**config.mk**
```make
export PLATFORM = sky130hd
export DESIGN_NAME = pll_clock_control
export DESIGN_NICKNAME = d
export VERILOG_FILES = /design/src/pll_clock_pkg.sv /design/src/pll_lock_timer.sv /design/src/pll_clock_control.sv
export SDC_FILE = /design/constraint.sdc
export NUM_CORES = 1
export LEC_CHECK = 0
export BUFFER_PORTS_ARGS = -buffer_cell sky130_fd_sc_hd__buf_2
export CAP_MARGIN = 10
export CORE_UTILIZATION = 40
export DETAILED_ROUTE_END_ITERATION = 16
export GPL_TIMING_DRIVEN = 0
export SLEW_MARGIN = 20
export SYNTH_ARGS = -nofsm -noshare
export SYNTH_HDL_FRONTEND = slang
export SYNTH_SLANG_ARGS = --single-unit
```
**constraint.sdc**
```tcl
create_clock -name clk -period 3.8 [get_ports clk]
set_input_delay 0.19 -clock clk [delete_from_list [all_inputs] [get_ports clk]]
set_output_delay 0.19 -clock clk [all_outputs]
set_load 0.01 [all_outputs]
```
**src/pll_clock_pkg.sv**
```systemverilog
// How it works
// four-bit multiplier field sets cpu clock rate
// software disables watchdog before multiplier writes
// lock needs 131072 oscillator cycles after write
// software keeps pll output at most 300 MHz
// bypass and multiplied ratios follow divider select
// peripheral clock enables act two cycles later
// system clock output equals cpu input clock
// divider select zero before writes, change after lock
// run bypassed until lock, then multiplied clock
// only pin or watchdog reset restores pll registers
// software writes bypass before powering pll down
// lock flag sets after lock, clears on write
package pll_clock_pkg;
  localparam logic [15:0] OFS_PLL_STATE = 16'h7011;
  localparam logic [15:0] OFS_FAST_PERIPH_PRESCALE = 16'h701a;
  localparam logic [15:0] OFS_SLOW_PERIPH_PRESCALE = 16'h701b;
  localparam logic [15:0] OFS_PERIPH_CLOCK_GATE_A = 16'h701c;
  localparam logic [15:0] OFS_PERIPH_CLOCK_GATE_B = 16'h701d;
  localparam logic [15:0] OFS_SLEEP_MODE_CONTROL = 16'h701e;
  localparam logic [15:0] OFS_PERIPH_CLOCK_GATE_C = 16'h7020;
  localparam logic [15:0] OFS_PLL_MULTIPLIER_CONTROL = 16'h7021;
  localparam logic [15:0] OFS_SYSTEM_CONTROL_STATE = 16'h7022;
  localparam logic [15:0] OFS_TIMEOUT_COUNTER_VALUE = 16'h7023;
  localparam logic [15:0] OFS_TIMEOUT_SERVICE_KEY = 16'h7025;
  localparam logic [15:0] OFS_TIMEOUT_CONTROL = 16'h7029;
  localparam logic [15:0] OFS_PWM_REMAP_CONFIG = 16'h702e;

  localparam int MULT_LSB = 0;
  localparam int LOCK_BIT = 0;
  localparam int POWER_DOWN_BIT = 1;
  localparam int DIVIDER_SELECT_LSB = 7;
  localparam logic [3:0] MULT_BYPASS = 4'h0;
  localparam logic [3:0] MULT_MAX_CODE = 4'ha;
  localparam logic [3:0] MULT_UNITY = 4'h1;
  localparam logic [15:0] REG_RESET = 16'h0000;
  localparam logic POWER_DOWN_RESET = 1'h0;

  localparam int LOCK_OSC_CYCLES = 131072;
  localparam int LOCK_COUNT_WIDTH = 18;
  localparam int PERIPH_GATE_DELAY = 2;

  typedef enum logic [1:0] {
    DIVIDER_SELECT_QUARTER_A = 2'b00,
    DIVIDER_SELECT_QUARTER_B = 2'b01,
    DIVIDER_SELECT_HALF = 2'b10,
    DIVIDER_SELECT_FULL = 2'b11
  } divider_select_type;

  typedef enum logic [1:0] {
    MODE_BYPASS = 2'b00,
    MODE_LOCKING = 2'b01,
    MODE_ENABLED = 2'b10,
    MODE_OFF = 2'b11
  } pll_mode_type;

  typedef struct packed {
    logic [15:0] addr;
    logic [15:0] wdata;
    logic wr;
    logic rd;
  } bus_req_type;

  typedef struct packed {
    logic [3:0] mult;
    logic [1:0] shift;
  } clock_ratio_type;

  typedef struct packed {
    logic [LOCK_COUNT_WIDTH-1:0] count;
    logic locked;
  } timer_state_type;

  typedef struct packed {
    pll_mode_type mode;
    logic [3:0] mult;
    divider_select_type divider_select;
    logic power_down;
    logic [15:0] fast_pre;
    logic [15:0] slow_pre;
    logic [15:0] gate_a;
    logic [15:0] gate_b;
    logic [15:0] gate_c;
    logic [15:0] sleep_ctl;
    logic [15:0] sys_ctl;
    logic [15:0] key;
    logic [15:0] wd_ctl;
    logic [15:0] remap;
    logic [47:0] gate_out;
    clock_ratio_type ratio;
    logic [3:0] acc;
    logic [2:0] ticks;
    logic [15:0] rd_data;
  } top_state_type;

  // divide as a right shift: /4, /2 or /1
  function automatic logic [1:0] ratio_shift(input divider_select_type sel,
                                             input logic enabled);
    unique case (sel)
      DIVIDER_SELECT_QUARTER_A, DIVIDER_SELECT_QUARTER_B: ratio_shift = 2'h2;
      DIVIDER_SELECT_HALF: ratio_shift = 2'h1;
      // /1 is undefined with pll running; fall back to /2
      DIVIDER_SELECT_FULL: ratio_shift = enabled ? 2'h1 : 2'h0;
    endcase
  endfunction : ratio_shift

  function automatic logic valid_mult(input logic [3:0] code);
    valid_mult = code <= MULT_MAX_CODE;
  endfunction : valid_mult
endpackage : pll_clock_pkg

```
**src/pll_lock_timer.sv**
```systemverilog
`timescale 1ns/100ps
module pll_lock_timer
  import pll_clock_pkg::*;
#(
  parameter int LOCK_CYCLES = LOCK_OSC_CYCLES
) (
  input wire logic clk, // oscillator clock
  input wire logic rst_n, // synchronous reset
  input wire logic restart, // new multiplier, count again
  input wire logic hold, // pll powered down
  output logic locked // settling period done
);
  timer_state_type st;
  timer_state_type next_st;
  logic [LOCK_COUNT_WIDTH:0] since;

  always_comb begin
    next_st = st;
    if (!rst_n || restart || hold) begin
      next_st = '0;
    end else if (!st.locked) begin
      if (st.count == LOCK_COUNT_WIDTH'(LOCK_CYCLES - 1)) begin
        next_st.locked = 1'h1;
      end else begin
        next_st.count = st.count + 1'h1;
      end
    end
  end

  always_ff @(posedge clk) begin
    st <= next_st;
  end

  assign locked = st.locked;

  // cycles since the last restart, for checking only
  always_ff @(posedge clk) begin
    if (!rst_n || restart || hold) begin
      since <= '0;
    end else if (~&since) begin
      since <= since + 1'h1;
    end
  end
endmodule : pll_lock_timer

```
**src/pll_clock_control.sv**
```systemverilog
`timescale 1ns/100ps
module pll_clock_control
  import pll_clock_pkg::*;
#(
  parameter int LOCK_CYCLES = LOCK_OSC_CYCLES
) (
  input wire logic clk, // oscillator clock, 125 MHz
  input wire logic rst_n, // external reset pin, sync low
  input wire logic watchdog_reset, // watchdog reset pulse
  input wire logic debugger_reset, // debugger reset pulse
  input wire logic missing_clock_reset, // clock-loss reset pulse
  input wire bus_req_type bus, // register port request
  output logic [15:0] rd_data, // read data, cycle after strobe
  output clock_ratio_type cpu_ratio, // cpu clock multiplier and shift
  output logic [2:0] cpu_input_clock_ticks, // cpu edges this cycle
  output logic [2:0] system_clock_output_ticks, // same as cpu clock
  output pll_mode_type pll_mode, // bypass, locking, enabled, off
  output logic lock_flag, // pll settled
  output logic [15:0] periph_clock_enable_a, // gate a enables
  output logic [15:0] periph_clock_enable_b, // gate b enables
  output logic [15:0] periph_clock_enable_c // gate c enables
);
  top_state_type st;
  top_state_type next_st;
  logic pll_reset;
  logic sys_reset;
  logic mult_write;
  logic leave_off;
  logic timer_restart;
  logic locked;
  logic enabled;
  logic [4:0] sum;
  logic [4:0] mask;
  logic [15:0] read_value;

  pll_lock_timer #(
    .LOCK_CYCLES(LOCK_CYCLES)
  ) lock_timer (
    .clk(clk),
    .rst_n(rst_n),
    .restart(timer_restart),
    .hold(st.mode == MODE_OFF),
    .locked(locked)
  );

  always_comb begin
    next_st = st;
    // pll fields survive debugger and clock-loss resets
    pll_reset = !rst_n || watchdog_reset;
    sys_reset = pll_reset || debugger_reset || missing_clock_reset;
    mult_write = bus.wr && bus.addr == OFS_PLL_MULTIPLIER_CONTROL
                 && valid_mult(bus.wdata[MULT_LSB +: 4]);
    leave_off = 1'h0;
    read_value = REG_RESET;

    if (bus.wr) begin
      unique case (bus.addr)
        OFS_PLL_STATE: begin
          next_st.divider_select = divider_select_type'(bus.wdata[DIVIDER_SELECT_LSB +: 2]);
          next_st.power_down = bus.wdata[POWER_DOWN_BIT];
        end
        OFS_PLL_MULTIPLIER_CONTROL: begin
          // reserved codes are dropped so the pll never runs off-table
          if (mult_write) begin
            next_st.mult = bus.wdata[MULT_LSB +: 4];
          end
        end
        OFS_FAST_PERIPH_PRESCALE: next_st.fast_pre = bus.wdata;
        OFS_SLOW_PERIPH_PRESCALE: next_st.slow_pre = bus.wdata;
        OFS_PERIPH_CLOCK_GATE_A: next_st.gate_a = bus.wdata;
        OFS_PERIPH_CLOCK_GATE_B: next_st.gate_b = bus.wdata;
        OFS_PERIPH_CLOCK_GATE_C: next_st.gate_c = bus.wdata;
        OFS_SLEEP_MODE_CONTROL: next_st.sleep_ctl = bus.wdata;
        OFS_SYSTEM_CONTROL_STATE: next_st.sys_ctl = bus.wdata;
        OFS_TIMEOUT_SERVICE_KEY: next_st.key = bus.wdata;
        OFS_TIMEOUT_CONTROL: next_st.wd_ctl = bus.wdata;
        OFS_PWM_REMAP_CONFIG: next_st.remap = bus.wdata;
        default: ;
      endcase
    end

    unique case (st.mode)
      MODE_BYPASS, MODE_ENABLED: begin
        if (mult_write) begin
          // relock through bypass on any new nonzero multiplier; code 0 goes straight to bypass
          next_st.mode = (next_st.mult == MULT_BYPASS) ? MODE_BYPASS
                                                       : MODE_LOCKING;
        end
      end
      MODE_LOCKING: begin
        if (mult_write && next_st.mult == MULT_BYPASS) begin
          next_st.mode = MODE_BYPASS;
        end else if (!mult_write && locked) begin
          next_st.mode = MODE_ENABLED;
        end
      end
      MODE_OFF: begin
        if (!next_st.power_down) begin
          leave_off = 1'h1;
          next_st.mode = (next_st.mult == MULT_BYPASS) ? MODE_BYPASS : MODE_LOCKING;
        end
      end
    endcase
    if (next_st.power_down) begin
      next_st.mode = MODE_OFF;
    end

    timer_restart = mult_write || leave_off || watchdog_reset;

    // fractional edge generator: cpu rate = osc * mult >> shift
    enabled = st.mode == MODE_ENABLED;
    next_st.ratio.mult = enabled ? st.mult : MULT_UNITY;
    next_st.ratio.shift = ratio_shift(st.divider_select, enabled);
    sum = {1'h0, st.acc} + {1'h0, st.ratio.mult};
    mask = (5'h01 << st.ratio.shift) - 5'h01;
    next_st.ticks = 3'(sum >> st.ratio.shift);
    next_st.acc = 4'(sum & mask);

    // one extra stage so a gate write acts two cycles on
    next_st.gate_out = {st.gate_c, st.gate_b, st.gate_a};

    if (bus.rd) begin
      unique case (bus.addr)
        OFS_PLL_STATE: begin
          read_value[DIVIDER_SELECT_LSB +: 2] = st.divider_select;
          read_value[POWER_DOWN_BIT] = st.power_down;
          read_value[LOCK_BIT] = locked;
        end
        OFS_PLL_MULTIPLIER_CONTROL: read_value[MULT_LSB +: 4] = st.mult;
        OFS_FAST_PERIPH_PRESCALE: read_value = st.fast_pre;
        OFS_SLOW_PERIPH_PRESCALE: read_value = st.slow_pre;
        OFS_PERIPH_CLOCK_GATE_A: read_value = st.gate_a;
        OFS_PERIPH_CLOCK_GATE_B: read_value = st.gate_b;
        OFS_PERIPH_CLOCK_GATE_C: read_value = st.gate_c;
        OFS_SLEEP_MODE_CONTROL: read_value = st.sleep_ctl;
        OFS_SYSTEM_CONTROL_STATE: read_value = st.sys_ctl;
        OFS_TIMEOUT_SERVICE_KEY: read_value = st.key;
        OFS_TIMEOUT_CONTROL: read_value = st.wd_ctl;
        OFS_PWM_REMAP_CONFIG: read_value = st.remap;
        // counter lives in the watchdog, not here
        OFS_TIMEOUT_COUNTER_VALUE: read_value = REG_RESET;
        default: read_value = REG_RESET;
      endcase
    end
    next_st.rd_data = read_value;

    if (sys_reset) begin
      next_st.fast_pre = REG_RESET;
      next_st.slow_pre = REG_RESET;
      next_st.gate_a = REG_RESET;
      next_st.gate_b = REG_RESET;
      next_st.gate_c = REG_RESET;
      next_st.sleep_ctl = REG_RESET;
      next_st.sys_ctl = REG_RESET;
      next_st.key = REG_RESET;
      next_st.wd_ctl = REG_RESET;
      next_st.remap = REG_RESET;
      next_st.gate_out = '0;
      next_st.rd_data = REG_RESET;
    end
    if (pll_reset) begin
      next_st.mode = MODE_BYPASS;
      next_st.mult = MULT_BYPASS;
      next_st.divider_select = DIVIDER_SELECT_QUARTER_A;
      next_st.power_down = POWER_DOWN_RESET;
    end
    if (!rst_n) begin
      next_st.ratio = '{mult: MULT_UNITY, shift: 2'h2};
      next_st.acc = '0;
      next_st.ticks = '0;
    end
  end

  always_ff @(posedge clk) begin
    st <= next_st;
  end

  assign rd_data = st.rd_data;
  assign cpu_ratio = st.ratio;
  assign cpu_input_clock_ticks = st.ticks;
  assign system_clock_output_ticks = st.ticks;
  assign pll_mode = st.mode;
  assign lock_flag = locked;
  assign periph_clock_enable_a = st.gate_out[15:0];
  assign periph_clock_enable_b = st.gate_out[31:16];
  assign periph_clock_enable_c = st.gate_out[47:32];
endmodule : pll_clock_control

```
==> After elaboration in Yosys (flattened, before gate mapping) <==
Cells that the tools add are included.
{ "op_classes": {"addsub": 3, "order_cmp": 1, "n_eq_ne": 21, "shift": 2, "mux": 31, "n_bitwise": 4, "reduce_logical": 33} }
{ "op_table": {"columns": ["op", "count"], "rows": [
  ["$eq 16x15->1 const B", 12],
  ["$mux 167", 1],
  ["$mux 16", 10],
  ["$pmux 7 s10", 1],
  ["$pmux 2 s11", 2],
  ["$pmux 3 s10", 1],
  ["$reduce_and 2->1", 14],
  ["$pmux 2 s12", 1],
  ["$add 18x1->18 const B", 1],
  ["$eq 18x17->1 const B", 1],
  ["$pmux 2 s3", 2],
  ["$eq 2x2->1 const B", 4],
  ["$mux 2", 4],
  ["$mux 4", 2],
  ["$logic_or 1x1->1", 7],
  ["$mux 1", 6],
  ["$reduce_or 2->1", 3],
  ["$add 4x4->5", 1],
  ["$shr 5x2->3", 1],
  ["$and 4x4->4", 1],
  ["$eq 2x1->1 const B", 2],
  ["$le 4x4->1 const B", 1],
  ["$logic_and 1x1->1", 4],
  ["$logic_not 2->1", 2],
  ["other kinds (8)", 11]
]} }
{ "word_totals": {"reg_bits": 265, "out_inout_bits": 79, "elab_cells": 117} }

==> Logic depth before layout (Yosys ltp) <==
Gate-level depths: netlist (run 1).
{ "logic_depth": {"depth_word": 12, "depth_mapped": 10, "mapped_depth_nobuf": 8} }

==> Modules after synthesis <==
From an unflattened synthesis (run 1), not the netlist that was laid out.
{ "unflattened": {"hier_cells": 1321, "area_unflattened_um2": 11075.6} }
{ "by_module_without_submodules": {"columns": ["module", "n_inst", "cells_per_inst", "area_each_um2"], "rows": [
  ["pll_clock_control", 1, 1214, 10144.7],
  ["pll_lock_timer", 1, 107, 930.9]
]} }

==> Least setup slack after synthesis (run 1) <==
OpenSTA, ideal clock, no wires.
{ "synth_path": {"path_type": "input -> register", "startpoint": "input port bus[27] in the netlist's numbering", "endpoint": "register st (netlist bit rd_data[7])", "arrival_time_ps": 2022, "required_time_ps": 3734, "setup_slack_ps": 1712, "path_stages": 8, "n_path_buf": 3, "cell_sequence": "or4_4 -> buf_6 -> buf_6 -> buf_8 -> nor4_4 -> a22oi_1 -> and4_1 -> a21oi_2"} }
{ "synth_via": {"elab_chain_cells": 2, "elab_cells_between_ends": 12} }
{ "synth_rtl": {"columns": ["element", "line_no", "source"], "rows": [
  ["from (decl)", "pll_clock_control.sv:12", "input wire bus_req_type bus,"],
  ["$eq 16x15->1", "pll_clock_control.sv:123", "unique case (bus.addr)"],
  ["$pmux 2 s11 (*)", "pll_clock_control.sv:123", null],
  ["to (signal assigned)", "pll_clock_control.sv:175", "st <= next_st;"],
  ["to (decl)", "pll_clock_control.sv:23", "top_state_type st;"]
]} }
Every way passes the cells marked *; elsewhere a longest branch is shown, timed or not.
A chain may end at the register's enable or synchronous reset.

==> Final worst setup path (run 1) <==
{ "layout_path": {"startpoint": "input port rst_n", "endpoint": "register st (netlist bit rd_data[4])"} }
{ "layout_via": {"elab_chain_cells": 5} }
{ "layout_rtl": {"columns": ["element", "line_no", "source"], "rows": [
  ["from (decl)", "pll_clock_control.sv:8", "input wire logic rst_n,"],
  ["$logic_not 1->1", null, null],
  ["$logic_or 1x1->1", "pll_clock_control.sv:49", "pll_reset = !rst_n || watchdog_reset;"],
  ["$logic_or 1x1->1 (2 in a row)", "pll_clock_control.sv:50", "sys_reset = pll_reset || debugger_reset || missing_clock_reset;"],
  ["$reduce_or 2->1 (no line)", null, null]
]} }
No other way between the ends.

==> run_results.csv, run 1 <==
group,metric,value,unit
clock_tree,clk_pin_slew,0.06,ns
yosys,synth-adder-area-share,0.742,%
clock_tree,cts_htree_levels,1,
placed_design,dp_cells,1810,
setup_path,crit_chain,"dlygate4sd3_1 > buf_2 > nand2b_1 > nor3_1 > clkbuf_1 > nand4_1 > a31oi_1",
grt,grt_pass1_wl,52200,um
drt,wl,34600,um
clock_tree,clock-sinks,265,
yosys,synth_seq_cells,265,
sta,worst_slew_pin_slew,1.12,ns
pwr,p_sw,1.31,mW
yosys,yosysUniqueCellTypes,62,
yosys,synth_mux_area_share,0.450,%
placed_design,dpl_cell_area,12100,um2
yosys,avgSynthCellArea,8.36,um2
sta,rsz0062_at_grt,"false",
clock_tree,insertion_delay,0.56,ns
floorplanning,die-area,28500,um2
yosys,async_flop_share,0,%
cells_and_area,multi_input_area,4770,um2
sta,hold_viol_final,0,
grt,antenna_found_initial,0,
sta,hold_ws,0.0491,ns
pwr,irDropWorstVdd,0.364,mV
floorplanning,fp.dieW,169,um
grt,grt_usage,24.0,%
grt,grt_pass1_vias,8680,
placed_design,io_buffers,107,
clock_tree,cts_tree,"yes",
pwr,p_leak,4.77,nW
yosys,synthSimpleGateAreaFrac,24.2,%
cells_and_area,final_cells,1868,
yosys,synth-edff-count,0,
outcome,status,"finished clean",
job,max_cap_viol_count,0,
pwr,p_sw_share,22.9,%
setup_path,path_class,"in -> reg",
clock_tree,numCtsBuffers,28,
drt,drc_errors,0,
yosys,yosys_warnings,0,
pwr,intPower,4.42,mW
cells_and_area,drive_gt1_share,19.7,%
setup_path,critPathArrivalTime,3.29,ns
floorplanning,die_h,169,um
drt,dr.pass1.iters,5,
yosys,synth_top_family_by_area,"simple AND/OR/NAND/NOR gates",
drt,vias,9802,
drt,routedWlPerCell,18.5,um
pwr,p_per_area,436,nW/um2
sta,setup_viol,0,
floorplanning,rows,60,
cells_and_area,fin_area,13100,um2
setup_path,worst_path_largest_cell_delay,0.72,ns
floorplanning,io_pins,118,
cells_and_area,insertedDiodeCount,0,
pwr,p_comb_share,3.0,%
setup_path,crit_path_end_kind,"flip-flop",
setup_path,crit_slowest_cell,"nand4_1",
cells_and_area,nFillCells,2635,
setup_path,path_max_fanout,10,
yosys,syn_inst,1331,
pwr,pwr-share-clk,48.4,%
grt,grt_overflow,0,
sta,slew_violations,0,
cells_and_area,areaGrowthSynthToFinish,18.0,%
clock_tree,cts.path.max_buffers,3,
grt,grt_max_degree,15,
drt,drt-initial-drc-count,995,
yosys,ys_seq_area_share,47.7,%
yosys,synthXorXnorAreaFrac,1.57,%
sta,max_freq,349,MHz
yosys,syn_area,11100,um2
floorplanning,core-area,27100,um2
sta,slew_headroom,24.3,%
yosys,synth_ff_type,"dfxtp_1",
setup_path,critPathRequiredTime,4.22,ns
setup_path,start_kind,"input port",
setup_path,cp_top_family,"simple AND/OR/NAND/NOR gates",
clock_tree,post_cts_buffers,0,
setup_path,critPathBufInv,3,
yosys,synth_compound_area_share,15.7,%
sta,clock-skew-final,0.0134,ns
cells_and_area,final_util,48.5,%
placed_design,gp_congestion,0.915,
cells_and_area,ff_latch_area,5310,um2
sta,finalCritPeriodShare,75.5,%
clock_tree,root_buffer,"clkbuf_16",
hold_path,min_path_type,"in -> reg",
pwr,power_frac_seq,48.6,%
yosys,syn-num-nets,1376,
drt,ant_nets,0,
sta,min_period,2.87,ns
drt,routed_via_density,5.25,
floorplanning,initial_core_util,41.1,%
placed_design,hpwlAfterDp,25100,um
cells_and_area,nNetsFinal,1519,
sta,setup-tns-final,0,ns
power groups by stage:
stage                     registers (mW)  clock network [mW]  logic (mW)
final                               2.78                2.77       0.172
after global routing                2.78                2.91       0.184
after CTS                           2.78                2.80       0.170
after detailed placement            2.85                   0       0.164
after global placement              2.85                   0       0.162
after floorplan                     2.85                   0      0.0908
routing by layer:
metal  wire length, um  track usage [%]  share of wire [%]
met2             15000             36.9                 43
met1             15400             34.9                 45
met4               622             5.42                1.8
met3              3530             4.16                 10
met5                 0                0                  0
cells in the final DEF, fill, tap and decap left out, drive strengths merged, types with 3 or more instances in the layout:
cell type and n:
nand2 361, dfxtp 265, buf 216, a21oi 177, clkbuf 97, and2 56, a22oi 51, nor2 45
nor4 22, a221oi 15, clkinv 14, nand3 13, xor2 13, a31oi 13, and3 12, nor3 10
inv 8, o21ai 8, xnor2 7, a22o 7, nand4 7, a222oi 6, dlygate4sd3 6, and4 5
mux2i 5, ha 5, or4b 5, nand4b 4, or4bb 4, nand2b 4, clkinvlp 4, nor2b 3
a21o 3, or3 3
timing repair:
action,CTS,global route
hold buffers,6,0
resized for setup,0,0
hold endpoints to repair,7,0
worst min-delay path, cell delays in order:
cell and delay (ns):
buf_2 0.11, inv_1 0.05, nor2_1 0.09, a21oi_1 0.05, nor2_1 0.07
state kept, by name (all words and copies together), names as in the netlist:
name and count:
st 171, lock_timer.st 18, periph_clock_enable_a 16, periph_clock_enable_b 16
periph_clock_enable_c 16, rd_data 16, cpu_ratio 6, cpu_input_clock_ticks 3
pll_mode 2, lock_timer.locked 1
cell type report:
type	count	area share [%]
clock inverters	20	1.31
repair buffers	113	4.54
clock buffers	32	5.84
plain buffers	174	7.84
well taps	372	3.54
flip-flops and latches	265	40.4
inverters	8	0.229
multi-input cells	884	36.3
path summary, 6_finish.rpt:
path         slack [ns]  depth (start not counted)             start          endpoint
max                0.93                          7             rst_n        rd_data[4]
min                0.05                          5            bus[5]           st[243]
max reg2reg        1.97                          7  lock_timer.st[3]  lock_timer.st[1]
min reg2reg        0.45                          2           st[134]           st[134]
cell usage after synthesis (all sizes together), types with 2 or more instances:
| master | number | area share (%) |
|---|---|---|
| a21o | 3 | 0.20 |
| clkbuf | 65 | 2.2 |
| inv | 8 | 0.27 |
| and3 | 12 | 0.67 |
| nand2 | 361 | 12 |
| o21a | 2 | 0.13 |
| dfxtp | 265 | 48 |
| a22o | 7 | 0.55 |
| a222oi | 6 | 0.54 |
| and4 | 5 | 0.39 |
| nor2 | 45 | 1.5 |
| nor3 | 10 | 0.49 |
| xor2 | 13 | 1.0 |
| nor4 | 22 | 2.4 |
| ha | 5 | 0.56 |
| nand4 | 7 | 0.39 |
| buf | 109 | 7.0 |
| nand2b | 4 | 0.22 |
| or4b | 5 | 0.45 |
| xnor2 | 7 | 0.55 |
| o21ai | 8 | 0.36 |
| nand3 | 13 | 0.58 |
| nand4b | 4 | 0.31 |
| a21oi | 177 | 8.0 |
| or4 | 2 | 0.17 |
| nand3b | 2 | 0.13 |
| or3 | 3 | 0.21 |
| nor2b | 3 | 0.17 |
| a31oi | 13 | 0.73 |
| and2 | 56 | 3.1 |
| mux2i | 5 | 0.45 |
| or4bb | 4 | 0.40 |
| a22oi | 51 | 3.4 |
| a221oi | 15 | 1.2 |
metrics by stage:
step                setup slack, ns  power (mW)
floorplan                      1.71        2.94
global placement              0.629        3.01
detailed placement            0.612        3.01
CTS                           0.939        5.76
global route                  0.712        5.88
finish                        0.931        5.73
cell families after synthesis:
group           count (synthesis)
fa+ha+maj                       6
compound gates                290
xor+xnor                       20
other cells                     1
simple gates                  562
mux                             5
buf+inv                       182
flops                         265
Note: power is estimated with default switching activity, not from simulation.
==> run 2, diff against run 1 <==
==> constraint.sdc (replaced) <==
create_clock -name clk -period 2.4 [get_ports clk]
set_input_delay 0.12 -clock clk [delete_from_list [all_inputs] [get_ports clk]]
set_output_delay 0.12 -clock clk [all_outputs]
set_load 0.01 [all_outputs]
==> run_results.csv, run 2 (synthesis results as in run 1) <==
group,metric,value,unit
placed_design,hpwlAfterDp,25100,um
drt,drt-initial-drc-count,1074,
cells_and_area,multi_input_area,4780,um2
grt,antenna_found_initial,0,
sta,worst_slew_pin_slew,1.02,ns
setup_path,crit_path_end_kind,"flip-flop",
sta,hold_viol_final,0,
cells_and_area,drive_gt1_share,19.9,%
clock_tree,cts_htree_levels,1,
cells_and_area,layout_commonest_cell,"nand2_1",
placed_design,gp_congestion,0.915,
clock_tree,insertion_delay,0.55,ns
setup_path,crit_chain,"buf_2 > or4_4 > buf_6 > buf_6 > nor4_2 > buf_2 > a22oi_1 > nand2_1 > a221oi_1 > a31oi_1",
pwr,p_leak,4.78,nW
sta,finalCritPeriodShare,99.7,%
cells_and_area,nNetsFinal,1522,
cells_and_area,largest_register,"st",
grt,grt_usage,24.0,%
drt,vias,9763,
clock_tree,clock-sinks,265,
placed_design,pre_cts_ws,-0.718,ns
floorplanning,io_pins,118,
drt,drc_errors,0,
clock_tree,clk_pin_slew,0.06,ns
drt,dr.pass1.iters,6,
cells_and_area,areaGrowthSynthToFinish,18.5,%
grt,grt_pass1_wl,52300,um
drt,routed_via_density,5.22,
sta,rsz0062_at_grt,"true",
cells_and_area,largest_reg_flops,171,
clock_tree,root_buffer,"clkbuf_16",
sta,hold_ws,0.0621,ns
floorplanning,die_h,169,um
floorplanning,rows,60,
setup_path,path_max_fanout,10,
setup_path,critPathArrivalTime,2.86,ns
cells_and_area,insertedDiodeCount,0,
setup_path,start_kind,"input port",
floorplanning,die-area,28500,um2
hold_path,min_path_type,"in -> reg",
cells_and_area,layout_common_cells,"360 x nand2_1, 265 x dfxtp_1, 176 x a21oi_1",
floorplanning,core-area,27100,um2
sta,clock-skew-final,0.0139,ns
cells_and_area,ff_latch_area,5310,um2
sta,slew_violations,0,
clock_tree,numCtsBuffers,28,
pwr,irDropWorstVdd,0.573,mV
drt,routedWlPerCell,18.5,um
placed_design,io_buffers,107,
sta,setup_ws,0.00800,ns
floorplanning,fp.dieW,169,um
floorplanning,initial_core_util,41.1,%
sta,max_freq,418,MHz
outcome,status,"finished clean",
setup_path,worst_path_largest_cell_delay,0.77,ns
grt,grt_pass1_vias,8700,
drt,wl,34600,um
setup_path,path_class,"in -> reg",
clock_tree,cts.path.max_buffers,3,
setup_path,critPathRequiredTime,2.86,ns
clock_tree,cts_tree,"yes",
drt,ant_nets,0,
grt,grt_max_degree,15,
cells_and_area,top_regs,"st: 171 flops, lock_timer.st: 18 flops",
job,max_cap_viol_count,0,
pwr,p_per_area,688,nW/um2
sta,min_period,2.39,ns
sta,slew_headroom,31.7,%
setup_path,crit_slowest_cell,"nor4_2",
cells_and_area,nFillCells,2620,
sta,setup_viol,0,
grt,grt_overflow,0,
## run 2: cell types whose count changed in the layout (fill, tap and decap cells not counted)
cell	before	now
dlygate4sd3_1	6	8
nor3_2	1	2
nor4_2	10	11
clkbuf_4	0	1
nor4_1	7	6
buf_4	85	86
nor4b_1	1	0
nor3_1	9	8
nor4b_2	0	1
buf_2	127	126
## run 2: worst paths after layout
check        cells after the start          endpoint             start  slack, ns
min                              3           st[115]            bus[8]       0.06
min reg2reg                      2           st[134]           st[134]       0.45
max reg2reg                      7  lock_timer.st[1]  lock_timer.st[3]       0.57
max                             10       rd_data[13]           bus[27]      0.008
## run 2: stage by stage
stage | TNS [ns] | std cells | power [mW] | utilization (%) | area (um2)
after floorplan | 0 | 1331 | 4.65 | - | 11100
after global placement | -23.50 | 1810 | 4.76 | 44.7 | 12100
after detailed placement | -23.13 | 1810 | 4.77 | 44.8 | 12100
after CTS | 0 | 1871 | 9.12 | 48.6 | 13200
after global routing | -0.0787 | 1871 | 9.32 | 48.6 | 13200
final | 0 | 1871 | 9.06 | 48.6 | 13200
## run 2: worst max-delay path: cells and delay by family
family / cells / cell delay, ns
and+or+nand+nor: 3 / 1.45
buffers and inverters: 4 / 0.84
AOI/OAI and AO/OA: 3 / 0.44
## run 2: layer usage
metal,wire [um],global-route usage [%]
met5,0,0
met4,625,5.53
met3,3480,4.14
met2,15100,36.9
met1,15400,34.9
## run 2: repair_timing
item	4_1_cts	5_1_grt
setup endpoints to repair	11	14
setup buffers	1	0
resized for setup	1	3
pin swaps	1	0
endpoints found under the hold margin	12	0
hold buffers	8	0
## run 2: area by class of cell
type | count | share of cell area [%]
Sequential cell | 265 | 40.3
Multi-Input combinational cell | 884 | 36.3
Timing Repair Buffer | 116 | 4.73
Clock inverter | 20 | 1.30
Buffer | 174 | 7.83
Inverter | 8 | 0.228
Clock buffer | 32 | 5.82
Tap cell | 372 | 3.53
## run 2: report_power, final
group / switching, mW / leakage, nW / internal, mW
Combinational: 0.198 / 2.19 / 0.0785
Clock: 1.86 / 0.463 / 2.52
Sequential: 0.00365 / 2.13 / 4.40
==> run 3, diff against run 2 <==
--- a/config.mk
+++ b/config.mk
@@ -7,6 +7,7 @@
 export LEC_CHECK = 0
 export BUFFER_PORTS_ARGS = -buffer_cell sky130_fd_sc_hd__buf_2
 export CAP_MARGIN = 10
+export CORE_ASPECT_RATIO = 1.4
 export CORE_UTILIZATION = 40
 export DETAILED_ROUTE_END_ITERATION = 16
 export GPL_TIMING_DRIVEN = 0
==> run_results.csv, run 3 (synthesis results as in run 1) <==
group,metric,value,unit
placed_design,pre_cts_ws,-0.970,ns
grt,grt_max_degree,14,
setup_path,critPathRequiredTime,2.85,ns
floorplanning,rows,71,
drt,dr.pass1.iters,7,
clock_tree,clk_pin_slew,0.06,ns
drt,ant_nets,0,
grt,grt_overflow,0,
setup_path,critPathArrivalTime,2.80,ns
hold_path,worstHoldPathCells,3,
grt,grt_pass1_wl,54200,um
clock_tree,cts.path.max_buffers,3,
grt,grt_pass1_vias,9312,
cells_and_area,largest_reg_flops,171,
drt,drc_errors,0,
setup_path,crit_chain,"buf_2 > or4b_1 > clkbuf_1 > buf_2 > nor4_2 > clkbuf_4 > a22oi_1 > nand2_1 > a221oi_1 > a31oi_1",
sta,worst_slew_pin_slew,1.09,ns
sta,min_period,2.36,ns
clock_tree,numCtsBuffers,26,
cells_and_area,top_regs,"st: 171 flops, lock_timer.st: 18 flops",
setup_path,crit_path_end_kind,"flip-flop",
setup_path,crit_slowest_cell,"nor4_2",
setup_path,path_class,"in -> reg",
sta,setup-tns-final,0,ns
drt,wl,36400,um
floorplanning,die_h,199,um
sta,finalCritPeriodShare,98.2,%
floorplanning,core-area,27100,um2
pwr,p_leak,4.75,nW
cells_and_area,insertedDiodeCount,0,
floorplanning,io_pins,118,
sta,slew_violations,0,
clock_tree,clock-sinks,265,
placed_design,hpwlAfterDp,26200,um
placed_design,gp_congestion,0.947,
clock_tree,insertion_delay,0.55,ns
sta,rsz0062_at_grt,"false",
drt,routedWlPerCell,19.6,um
cells_and_area,final_util,48.2,%
cells_and_area,drive_gt1_share,18.9,%
grt,antenna_found_initial,0,
floorplanning,fp.dieW,143,um
floorplanning,die-area,28500,um2
hold_path,min_path_type,"in -> reg",
floorplanning,initial_core_util,41.1,%
cells_and_area,layout_commonest_cell,"nand2_1",
setup_path,start_kind,"input port",
setup_path,worst_path_largest_cell_delay,0.51,ns
drt,routed_via_density,5.37,
drt,drt-initial-drc-count,833,
sta,clock-skew-final,0.00997,ns
setup_path,path_max_fanout,10,
grt,grt_usage,25.6,%
drt,vias,9961,
outcome,status,"finished clean",
sta,setup_viol,0,
job,max_cap_viol_count,0,
clock_tree,root_buffer,"clkbuf_16",
cells_and_area,layout_common_cells,"360 x nand2_1, 265 x dfxtp_1, 176 x a21oi_1",
sta,setup_ws,0.0432,ns
pwr,irDropWorstVdd,0.637,mV
pwr,p_per_area,662,nW/um2
placed_design,io_buffers,107,
sta,hold_viol_final,0,
setup_path,path_common_cell,"buf_2",
sta,max_freq,424,MHz
cells_and_area,nNetsFinal,1520,
cells_and_area,areaGrowthSynthToFinish,17.4,%
cells_and_area,largest_register,"st",
sta,slew_headroom,26.7,%
setup_path,rr_worst_depth,7,
clock_tree,cts_tree,"yes",
clock_tree,cts_htree_levels,1,
==> run 3: changes by cell type in the layout (fill, tap and decap cells not counted), moves of 3 or more <==
cell	change
clkbuf_1	+8
clkbuf_16	-3
clkinv_2	-8
clkinv_4	-3
clkinvlp_4	-3
nor4_2	-3
nor4_4	+3
==> run 3: path summary, 6_finish.rpt <==
check                   start          endpoint  slack [ns]
min                   bus[16]           st[123]        0.05
min reg2reg           st[215]           st[215]        0.45
max                   bus[23]        rd_data[9]        0.04
max reg2reg  lock_timer.st[3]  lock_timer.st[1]        0.57
==> run 3: layout make-up <==
class                           count  area (um2)
Buffer                            174        1030
Clock buffer                       38         736
Sequential cell                   265        5310
Multi-Input combinational cell    884        4800
Timing Repair Buffer              116         623
Clock inverter                      6        68.8
Inverter                            8        30.0
Tap cell                          365         457
Fill cell                        2625       14000
==> run 3: stage by stage <==
stage | hold WS [ns] | area [um2] | power (mW) | instances
3_5_place_dp | 0.411 | 12100 | 4.77 | 1803
6_report | 0.0510 | 13100 | 8.64 | 1856
3_3_place_gp | 0.407 | 12100 | 4.76 | 1803
5_1_grt | 0.0537 | 13100 | 8.88 | 1856
2_1_floorplan | 0.260 | 11100 | 4.65 | 1331
4_1_cts | 0.0434 | 13000 | 8.70 | 1856
==> run 3: what timing repair did <==
| action | CTS | global route |
|---|---|---|
| gates resized for setup | 2 | 4 |
| hold endpoints to repair | 11 | 0 |
| buffers inserted | 1 | 0 |
| endpoints found under the setup margin | 11 | 12 |
| pin swaps | 1 | 0 |
| hold buffers | 8 | 0 |
==> run 3: routing by layer <==
layer | wire [um] | track usage [%] | share of wire, %
met5 | 0 | 0 | 0
met4 | 2670 | 17.6 | 7.3
met3 | 2360 | 3.38 | 6.5
met2 | 17800 | 44.6 | 49
met1 | 13600 | 29.0 | 37
==> run 3: worst max-delay path, delay by kind of cell <==
family / cells / cell delay [ns]
AO/OA/AOI/OAI: 3 / 0.42
buffers and inverters: 4 / 1.04
AND/OR/NAND/NOR: 3 / 1.21
==> run 3: where the power goes <==
part,internal (mW),leakage [nW],total [mW],switching [mW]
sequential,4.40,2.13,4.41,0.00365
combinational,0.0783,2.22,0.279,0.200
clock,2.22,0.392,3.95,1.73
